`src/core/ddc_pkg.sv`:
```
// Package: constants and carrier types for the dual die command host
package ddc_pkg;

    localparam int ADDR_W = 27;
    localparam int DATA_W = 16;
    localparam int DIE_BIT = 26;
    localparam logic [26:0] DIE0_BASE = 27'h0000000;
    localparam logic [26:0] DIE1_BASE = 27'h4000000;
    localparam logic [26:0] UNLOCK1_OFS = 27'h0000555;
    localparam logic [26:0] UNLOCK2_OFS = 27'h00002AA;
    localparam logic [15:0] UNLOCK1_DAT = 16'h00AA;
    localparam logic [15:0] UNLOCK2_DAT = 16'h0055;
    localparam logic [15:0] ERASE_SETUP_DAT = 16'h0080;
    localparam logic [15:0] SECTOR_ERASE_DAT = 16'h0030;
    localparam logic [15:0] ID_ENTER_DAT = 16'h0090;
    localparam logic [15:0] ID_EXIT_DAT = 16'h00F0;
    localparam logic [26:0] ID_MFR_OFS = 27'h0000000;
    localparam logic [26:0] ID_DEV1_OFS = 27'h0000001;
    localparam logic [26:0] ID_PROT_OFS = 27'h0000002;
    localparam logic [26:0] ID_SECURE_OFS = 27'h0000003;
    localparam logic [26:0] ID_DEV2_OFS = 27'h000000E;
    localparam logic [26:0] ID_DEV3_OFS = 27'h000000F;
    localparam logic [7:0] SEC_HI_OPEN = 8'h3F;
    localparam logic [7:0] SEC_HI_LOCK = 8'hBF;
    localparam logic [7:0] SEC_LO_OPEN = 8'h2F;
    localparam logic [7:0] SEC_LO_LOCK = 8'hAF;
    localparam logic [7:0] PROT_LOCKED = 8'h01;
    localparam logic [7:0] PROT_OPEN = 8'h00;

    // Bus timing, ns, and cycle counts at 200 MHz
    localparam int CLK_PS = 5000;
    localparam int T_WE_NS = 35;
    localparam int T_ACC_NS = 110;
    localparam int T_HOLD_NS = 20;
    localparam int WE_CYC = (T_WE_NS * 1000 + CLK_PS - 1) / CLK_PS;
    localparam int ACC_CYC = (T_ACC_NS * 1000 + CLK_PS - 1) / CLK_PS;
    localparam int HOLD_CYC = (T_HOLD_NS * 1000 + CLK_PS - 1) / CLK_PS;

    typedef enum logic [2:0]
    {
        DDC_OP_READ = 3'h0,
        DDC_OP_WRITE = 3'h1,
        DDC_OP_ERASE = 3'h2,
        DDC_OP_ID = 3'h3
    } ddc_op_type;

    typedef struct packed
    {
        ddc_op_type op;
        logic die;
        logic [26:0] addr;
        logic [15:0] data;
    } ddc_req_type;

    typedef struct packed
    {
        logic [15:0] mfr;
        logic [15:0] dev1;
        logic [15:0] dev2;
        logic [15:0] dev3;
        logic [15:0] secure;
        logic [15:0] prot;
        logic factory_locked;
        logic sector_locked;
        logic high_sector_variant;
    } ddc_id_type;

    typedef struct packed
    {
        logic [26:0] addr;
        logic [15:0] dq_out;
        logic dq_oe;
        logic ce_n;
        logic oe_n;
        logic we_n;
        logic reset_n;
    } ddc_pins_type;

endpackage : ddc_pkg

```
`src/core/ddc_bus_cycle.sv`:
```
// One asynchronous flash bus cycle, write or read, timed in clocks
`timescale 1ns/1ps
module ddc_bus_cycle
#(
    parameter int WE_CYCLES = ddc_pkg::WE_CYC,
    parameter int ACC_CYCLES = ddc_pkg::ACC_CYC,
    parameter int HOLD_CYCLES = ddc_pkg::HOLD_CYC
)
(
    input wire logic clk,
    input wire logic reset,
    input wire logic start,
    input wire logic is_write,
    input wire logic [26:0] addr,
    input wire logic [15:0] wdata,
    input wire logic [15:0] dq_sync,
    output logic done,
    output logic [15:0] rdata_q,
    output logic [26:0] addr_q,
    output logic [15:0] dq_out_q,
    output logic dq_oe_q,
    output logic ce_n_q,
    output logic oe_n_q,
    output logic we_n_q
);
    import ddc_pkg::*;

    typedef enum logic [2:0]
    {
        BC_IDLE = 3'b001,
        BC_STROBE = 3'b010,
        BC_HOLD = 3'b100
    } bc_state_type;

    bc_state_type state_q;
    logic [7:0] cnt_q;
    logic wr_q;

    ////////////////////////////////////////////////////////////////////
    always_ff @(posedge clk or posedge reset)
    begin
        if (reset)
        begin
            state_q <= BC_IDLE;
            cnt_q <= 8'h00;
            wr_q <= 1'b0;
        end
        else
        begin
            unique case (state_q)
                BC_IDLE:
                begin
                    if (start)
                    begin
                        state_q <= BC_STROBE;
                        wr_q <= is_write;
                        cnt_q <= is_write ? 8'(WE_CYCLES) : 8'(ACC_CYCLES);
                    end
                end
                BC_STROBE:
                begin
                    if (cnt_q == 8'h01)
                    begin
                        state_q <= BC_HOLD;
                        cnt_q <= 8'(HOLD_CYCLES);
                    end
                    else
                        cnt_q <= cnt_q - 8'h01;
                end
                BC_HOLD:
                begin
                    if (cnt_q == 8'h01)
                        state_q <= BC_IDLE;
                    else
                        cnt_q <= cnt_q - 8'h01;
                end
            endcase
        end
    end

    assign done = (state_q == BC_HOLD) && (cnt_q == 8'h01);

    // Pin drive: CE# high between cycles so every read starts a new access
    always_ff @(posedge clk or posedge reset)
    begin
        if (reset)
        begin
            addr_q <= 27'h0000000;
            dq_out_q <= 16'h0000;
            dq_oe_q <= 1'b0;
            ce_n_q <= 1'b1;
            oe_n_q <= 1'b1;
            we_n_q <= 1'b1;
        end
        else if (state_q == BC_IDLE && start)
        begin
            addr_q <= addr;
            dq_out_q <= wdata;
            dq_oe_q <= is_write;
            ce_n_q <= 1'b0;
            oe_n_q <= is_write;
            we_n_q <= ~is_write;
        end
        else if (state_q == BC_STROBE && cnt_q == 8'h01)
        begin
            ce_n_q <= 1'b1;
            oe_n_q <= 1'b1;
            we_n_q <= 1'b1;
        end
        else if (done)
            dq_oe_q <= 1'b0;
    end

    always_ff @(posedge clk or posedge reset)
    begin
        if (reset)
            rdata_q <= 16'h0000;
        else if (state_q == BC_STROBE && cnt_q == 8'h01 && !wr_q)
            rdata_q <= dq_sync;
    end

endmodule : ddc_bus_cycle

```
`src/core/ddc_host.sv`:
```
// Host controller issuing die-steered commands to a two-die NOR flash
// Overview of operation
// - Every write reaches both dies; die select bit picks the accepting die.
// - Host adds die base, zero or 4000000h, to every command address.
// - Unlock cycles write AA at 555 then 55 at 2AA, die base added.
// - Sector erase: AA,55,80,AA,55 then 30 at sector address.
// - Command address arguments are steered to the die by its select bit.
// - Die select bit applied on command writes and on identification reads; plain reads use address bit 26.
// - Protect status valid only for sector given at identification entry.
`timescale 1ns/1ps
module ddc_host
(
    input wire logic clk,
    input wire logic reset,
    input wire ddc_pkg::ddc_req_type req,
    input wire logic req_valid,
    output logic req_ready,
    output logic rsp_valid,
    output logic [15:0] rsp_data_q,
    output ddc_pkg::ddc_id_type id_q,
    output logic busy,
    output ddc_pkg::ddc_pins_type pins,
    input wire logic [15:0] dq_in,
    input wire logic ready_busy_n
);
    import ddc_pkg::*;

    typedef enum logic [4:0]
    {
        ST_IDLE = 5'b00001,
        ST_CYCLE = 5'b00010,
        ST_WAIT = 5'b00100,
        ST_DONE = 5'b01000,
        ST_POLL = 5'b10000
    } host_state_type;

    host_state_type state_q;
    ddc_req_type cur_q;
    logic [3:0] step_q;
    logic [26:0] base_q;
    logic [15:0] dq_s1_q;
    logic [15:0] dq_s2_q;
    logic rb_s1_q;
    logic rb_s2_q;
    logic [2:0] poll_q;
    logic cyc_start;
    logic cyc_write;
    logic cyc_done;
    logic [26:0] cyc_addr;
    logic [15:0] cyc_data;
    logic [15:0] cyc_rdata;
    logic [3:0] last_step;

    // Die base: select bit alone carries the die choice
    function automatic logic [26:0] die_addr(input logic [26:0] base,
                                             input logic [26:0] ofs);
        die_addr = base | {1'b0, ofs[25:0]};
    endfunction : die_addr

    ////////////////////////////////////////////////////////////////////
    // Pin input synchronisers
    always_ff @(posedge clk or posedge reset)
    begin
        if (reset)
        begin
            dq_s1_q <= 16'h0000;
            dq_s2_q <= 16'h0000;
            rb_s1_q <= 1'b1;
            rb_s2_q <= 1'b1;
        end
        else
        begin
            dq_s1_q <= dq_in;
            dq_s2_q <= dq_s1_q;
            rb_s1_q <= ready_busy_n;
            rb_s2_q <= rb_s1_q;
        end
    end

    assign busy = ~rb_s2_q;

    ////////////////////////////////////////////////////////////////////
    // Step sequencer per operation
    always_comb
    begin
        unique case (cur_q.op)
            DDC_OP_ERASE: last_step = 4'h5;
            DDC_OP_ID: last_step = 4'h9;
            default: last_step = 4'h0;
        endcase
    end

    always_comb
    begin
        cyc_write = 1'b1;
        cyc_addr = die_addr(base_q, UNLOCK1_OFS);
        cyc_data = UNLOCK1_DAT;
        unique case (cur_q.op)
            DDC_OP_READ:
            begin
                cyc_write = 1'b0;
                cyc_addr = cur_q.addr;
            end
            DDC_OP_WRITE:
            begin
                cyc_addr = die_addr(base_q, cur_q.addr);
                cyc_data = cur_q.data;
            end
            DDC_OP_ERASE:
            begin
                unique case (step_q)
                    4'h0, 4'h3: cyc_data = UNLOCK1_DAT;
                    4'h1, 4'h4:
                    begin
                        cyc_addr = die_addr(base_q, UNLOCK2_OFS);
                        cyc_data = UNLOCK2_DAT;
                    end
                    4'h2: cyc_data = ERASE_SETUP_DAT;
                    default:
                    begin
                        cyc_addr = die_addr(base_q, cur_q.addr);
                        cyc_data = SECTOR_ERASE_DAT;
                    end
                endcase
            end
            default:
            begin
                // Enter ID with sector address, read six words, exit
                unique case (step_q)
                    4'h0: cyc_data = UNLOCK1_DAT;
                    4'h1:
                    begin
                        cyc_addr = die_addr(base_q, UNLOCK2_OFS);
                        cyc_data = UNLOCK2_DAT;
                    end
                    4'h2:
                    begin
                        cyc_addr = die_addr(base_q, cur_q.addr);
                        cyc_data = ID_ENTER_DAT;
                    end
                    4'h3, 4'h4, 4'h5, 4'h6, 4'h7, 4'h8:
                    begin
                        cyc_write = 1'b0;
                        cyc_addr = die_addr(base_q, id_ofs(step_q));
                    end
                    default:
                    begin
                        cyc_addr = base_q;
                        cyc_data = ID_EXIT_DAT;
                    end
                endcase
            end
        endcase
    end

    function automatic logic [26:0] id_ofs(input logic [3:0] s);
        unique case (s)
            4'h3: id_ofs = ID_MFR_OFS;
            4'h4: id_ofs = ID_DEV1_OFS;
            4'h5: id_ofs = ID_DEV2_OFS;
            4'h6: id_ofs = ID_DEV3_OFS;
            4'h7: id_ofs = ID_SECURE_OFS;
            default: id_ofs = {1'b0, cur_q.addr[25:0]} + ID_PROT_OFS;
        endcase
    endfunction : id_ofs

    assign cyc_start = (state_q == ST_CYCLE);
    assign req_ready = (state_q == ST_IDLE) && rb_s2_q;

    ////////////////////////////////////////////////////////////////////
    always_ff @(posedge clk or posedge reset)
    begin
        if (reset)
        begin
            state_q <= ST_IDLE;
            cur_q <= '0;
            step_q <= 4'h0;
            base_q <= DIE0_BASE;
            poll_q <= 3'h0;
        end
        else
        begin
            unique case (state_q)
                ST_IDLE:
                begin
                    if (req_valid && req_ready)
                    begin
                        cur_q <= req;
                        step_q <= 4'h0;
                        base_q <= req.die ? DIE1_BASE : DIE0_BASE;
                        state_q <= ST_CYCLE;
                    end
                end
                ST_CYCLE:
                    state_q <= ST_WAIT;
                ST_WAIT:
                begin
                    if (cyc_done)
                    begin
                        if (step_q == last_step)
                            state_q <= ST_DONE;
                        else
                        begin
                            step_q <= step_q + 4'h1;
                            state_q <= ST_CYCLE;
                        end
                    end
                end
                ST_DONE:
                begin
                    poll_q <= 3'h4;
                    state_q <= ST_POLL;
                end
                ST_POLL:
                begin
                    // Allow the busy pin time to fall before trusting it
                    if (poll_q != 3'h0)
                        poll_q <= poll_q - 3'h1;
                    else if (rb_s2_q)
                        state_q <= ST_IDLE;
                end
            endcase
        end
    end

    assign rsp_valid = (state_q == ST_DONE);

    ////////////////////////////////////////////////////////////////////
    // Response capture and identification decode
    always_ff @(posedge clk or posedge reset)
    begin
        if (reset)
        begin
            rsp_data_q <= 16'h0000;
            id_q <= '0;
        end
        else if (state_q == ST_WAIT && cyc_done && !cyc_write)
        begin
            rsp_data_q <= cyc_rdata;
            if (cur_q.op == DDC_OP_ID)
            begin
                unique case (step_q)
                    4'h3: id_q.mfr <= cyc_rdata;
                    4'h4: id_q.dev1 <= cyc_rdata;
                    4'h5: id_q.dev2 <= cyc_rdata;
                    4'h6: id_q.dev3 <= cyc_rdata;
                    4'h7:
                    begin
                        id_q.secure <= cyc_rdata;
                        id_q.high_sector_variant <=
                            (cyc_rdata[7:0] == SEC_HI_OPEN) ||
                            (cyc_rdata[7:0] == SEC_HI_LOCK);
                        id_q.factory_locked <=
                            (cyc_rdata[7:0] == SEC_HI_LOCK) ||
                            (cyc_rdata[7:0] == SEC_LO_LOCK);
                    end
                    default:
                    begin
                        id_q.prot <= cyc_rdata;
                        id_q.sector_locked <=
                            (cyc_rdata[7:0] == PROT_LOCKED);
                    end
                endcase
            end
        end
    end

    ////////////////////////////////////////////////////////////////////
    // Address pins are held between cycles so the device may sleep
    ddc_bus_cycle u_cycle
    (
        .clk(clk),
        .reset(reset),
        .start(cyc_start),
        .is_write(cyc_write),
        .addr(cyc_addr),
        .wdata(cyc_data),
        .dq_sync(dq_s2_q),
        .done(cyc_done),
        .rdata_q(cyc_rdata),
        .addr_q(pins.addr),
        .dq_out_q(pins.dq_out),
        .dq_oe_q(pins.dq_oe),
        .ce_n_q(pins.ce_n),
        .oe_n_q(pins.oe_n),
        .we_n_q(pins.we_n)
    );

    assign pins.reset_n = ~reset;

endmodule : ddc_host

```
`config.mk`:
```
export PLATFORM = sky130hd
export DESIGN_NAME = ddc_host
export DESIGN_NICKNAME = d
export VERILOG_FILES = /design/src/core/ddc_pkg.sv /design/src/core/ddc_bus_cycle.sv /design/src/core/ddc_host.sv
export SDC_FILE = /design/constraint.sdc
export NUM_CORES = 1
export LEC_CHECK = 0
export BUFFER_PORTS_ARGS = -buffer_cell sky130_fd_sc_hd__buf_4
export CAP_MARGIN = 0
export CORE_MARGIN = 4
export CORE_UTILIZATION = 30
export DETAILED_ROUTE_END_ITERATION = 12
export SLEW_MARGIN = 10
export SYNTH_ARGS = -nofsm -noshare
export SYNTH_HDL_FRONTEND = slang
export SYNTH_HIERARCHICAL = 1
export SYNTH_SLANG_ARGS = --single-unit
```
`constraint.sdc`:
```
create_clock -name clk -period 23.6 [get_ports clk]
set_input_delay 7.08 -clock clk [delete_from_list [all_inputs] [get_ports clk]]
set_output_delay 7.08 -clock clk [all_outputs]
set_load 0.01 [all_outputs]
```
==> impl_metrics.env <==
export IMPL_cts_clk_slew_worst_paths_ns=0.06
export IMPL_fmax_ghz=0.0672
export IMPL_synth_edf_count=0
export IMPL_final_nets=1309
export IMPL_hold_buffers=0
export IMPL_grt_max_degree=79
export IMPL_cts_resized_gates=0
export IMPL_path_cells="buf_4 > inv_8 > buf_4"
export IMPL_grt_overflow=0
export IMPL_syn_inst=1015
export IMPL_final_cell_mix="dfrtp_1 (276), buf_4 (240), mux2_2 (168)"
export IMPL_io_pin_count=233
export IMPL_setup_violations=0
export IMPL_numCtsBuffers=34
export IMPL_diodes=0
export IMPL_antenna_found_initial=1
export IMPL_dp_hpwl_microns=23700
export IMPL_place_congestion=0.861
export IMPL_die_height_microns=213
export IMPL_synth_seq_area_share_pct=56.5
export IMPL_finalSetupTns_ns=0
export IMPL_cp_end_kind="primary output"
export IMPL_start_util_pct=30.5
export IMPL_top_layer_used="met5"
export IMPL_syn2layout_area_growth_pct=27.0
export IMPL_syn_num_nets=1091
export IMPL_ys_flop_type="dfrtp_1"
export IMPL_arrival_ns=7.79
export IMPL_crit_top_cell="buf_4"
export IMPL_slew_headroom_pct=27.1
export IMPL_core_area_sq_um=41100
export IMPL_p_per_area_nw_per_um2=67.5
export IMPL_pre_cts_ws_ns=8.70
export IMPL_routedWlPerCell_microns=19.1
export IMPL_layout_drive_gt1_share_pct=42.2
export IMPL_rsz0062_at_grt="false"
export IMPL_worstHoldPathType="flop to flop"
export IMPL_critPathSlowestCell="inv_8"
export IMPL_period_needed_ns=14.87
export IMPL_clock_sinks=283
export IMPL_p_leak_nw=7.95
export IMPL_grt_pass1_vias=9087
export IMPL_synthArstFlopShare_pct=100
export IMPL_die_area_sq_um=45200
export IMPL_finalMaxSlewViolations=0
export IMPL_regToRegStartpoint="u_cycle/cnt_q[1]"
export IMPL_synth_top_area_share_pct=55.0
export IMPL_drc=0
export IMPL_synth_cell_area_sq_um=12600
export IMPL_htreeDepth=2
export IMPL_clk_latency_ns=0.53
export IMPL_holdCritStartpoint="dq_s1_q[9]"
export IMPL_critPathTopFamily="buffers and inverters"
export IMPL_criticalPathCategory="input pin to primary output"
export IMPL_wl_microns=34200
export IMPL_cts_setup_buffers=0
export IMPL_rows=74
export IMPL_fillerInstances=3994
export IMPL_path_buf_inv=3
export IMPL_ys_warn_count=6
export IMPL_outcome="finished, final reports clean"
export IMPL_route_met2_wl_microns=16000
export IMPL_crit_required_ns=16.52
export IMPL_synth_top_cell_by_area="dfrtp_1"
export IMPL_drtIter0Drc=520
export IMPL_hold_violations=0
export IMPL_finalCritPeriodShare_pct=63.0
export IMPL_synth_distinct_cells=83
export IMPL_cts_buffer_depth=3
export IMPL_ys_ff_latch=283
export IMPL_antenna_left=0
export IMPL_firstDrtPassIters=5
export IMPL_tritoncts="done"
export IMPL_avgSynthCellArea_sq_um=12.4
export IMPL_viasPerCell=5.01
export IMPL_tightest_slew_ns=1.09
export IMPL_drv_cap=0
export IMPL_track_usage_pct=14.8
export IMPL_final_common_cell="dfrtp_1"
export IMPL_finClkSkew_ns=0.0183
export IMPL_clockRootBuffer="clkbuf_16"
export IMPL_die_w_microns=213
export IMPL_grt_pass1_wl_microns=53000
export IMPL_num_vias=8961
export IMPL_wl_met3_microns=2540
export IMPL_port_buffers=232
export IMPL_ir_drop_mv=0.0490
export IMPL_max_stage_delay_ns=0.31
export IMPL_netlist_top_cells_area="dfrtp_1 (55%), mux2_2 (15%), mux2_4 (3.6%)"
export IMPL_cp_max_fo=63
export IMPL_met1_length_microns=15000
export IMPL_start_kind="input pin"
export IMPL_cp_startpoint="reset"
export IMPL_fin_ws_ns=8.73
synth_stat cells (6+ instances only):
| cell type | instances |
|---|---|
| nor2_1 | 37 |
| nor3_1 | 21 |
| nand2b_1 | 7 |
| nand2_1 | 93 |
| buf_2 | 25 |
| buf_6 | 7 |
| inv_1 | 21 |
| or3_1 | 8 |
| and3_1 | 22 |
| nand3_1 | 25 |
| o31ai_1 | 6 |
| nand3b_1 | 6 |
| dfrtp_1 | 276 |
| ha_1 | 9 |
| a21o_1 | 8 |
| a21oi_1 | 35 |
| clkbuf_1 | 21 |
| dfstp_2 | 7 |
| mux2_4 | 30 |
| nor2b_1 | 7 |
| o21ai_0 | 44 |
| mux2_2 | 168 |
| a31oi_1 | 9 |
| nand4_1 | 13 |
kinds of logic (layout without fill, tap and decap cells):
family / after synthesis / in the layout / share of synthesized area [%]
adder cells (fa/ha/maj): 9 / 9 / 0.897
XOR/XNOR: 6 / 6 / 0.419
AO/OA/AOI/OAI: 157 / 157 / 8.12
flip-flops: 283 / 283 / 56.5
multiplexers: 200 / 200 / 18.8
AND/OR/NAND/NOR: 281 / 281 / 12.1
buffers and inverters: 79 / 322 / 3.20
per-layer routing:
metal  up-vias  GRT usage [%]
li1       4092              -
met1      4530           19.6
met2       291           24.1
met4         2           3.82
met3        46           4.25
met5         -              0
worst paths after layout:
path	slack (ns)	to	cells past startpoint
worst max-delay path	8.73	pins[0]	3
worst min-delay path	0.34	dq_s2_q[9]	0
worst max register to register	19.84	id_q[32]	9
worst min register to register	0.34	dq_s2_q[9]	0
max in group asynchronous	14.74	dq_s2_q[13]	4
min in group asynchronous	6.58	id_q[92]	2
through the flow:
| step | hold slack (ns) | instance area [sq um] | util (%) | instances | total power, W |
|---|---|---|---|---|---|
| 3_3_place_gp | 0.337 | 14700 | 35.8 | 1729 | 0.000527 |
| 2_1_floorplan | 0.331 | 12600 | - | 1015 | 0.000511 |
| 4_1_cts | 0.345 | 15900 | 38.8 | 1790 | 0.00110 |
| 5_1_grt | 0.352 | 15900 | 38.8 | 1790 | 0.00112 |
| 3_5_place_dp | 0.335 | 14700 | 35.8 | 1729 | 0.000527 |
| 6_report | 0.341 | 15900 | 38.8 | 1790 | 0.00108 |
registers in the layout, indices dropped and copies added (netlist names):
register          count
base_q                1
cur_q                46
dq_s1_q              16
dq_s2_q              16
id_q                 99
poll_q                3
rb_s1_q               1
rb_s2_q               1
rsp_data_q           16
state_q               5
step_q                4
u_cycle/addr_q       27
u_cycle/ce_n_q        1
u_cycle/cnt_q         8
u_cycle/dq_oe_q       1
u_cycle/dq_out_q     16
u_cycle/oe_n_q        1
u_cycle/rdata_q      16
u_cycle/state_q       3
u_cycle/we_n_q        1
u_cycle/wr_q          1
layout make-up:
cell class / count / area [sq um] / share of cell area, %
clock buffer: 44 / 938 / 5.89
clock inverter: 17 / 272 / 1.70
inverter: 21 / 87.6 / 0.550
multi-input combinational: 653 / 5080 / 31.9
sequential: 283 / 7090 / 44.5
tap: 532 / 666 / 4.18
timing repair buffer: 240 / 1800 / 11.3
power breakdown:
part	total [W]	switching, W	internal (W)
registers	0.000495	0.00000522	0.000490
clock network	0.000559	0.000210	0.000349
logic	0.0000221	0.0000127	0.00000937
Note: power is estimated with default switching activity, not from simulation.
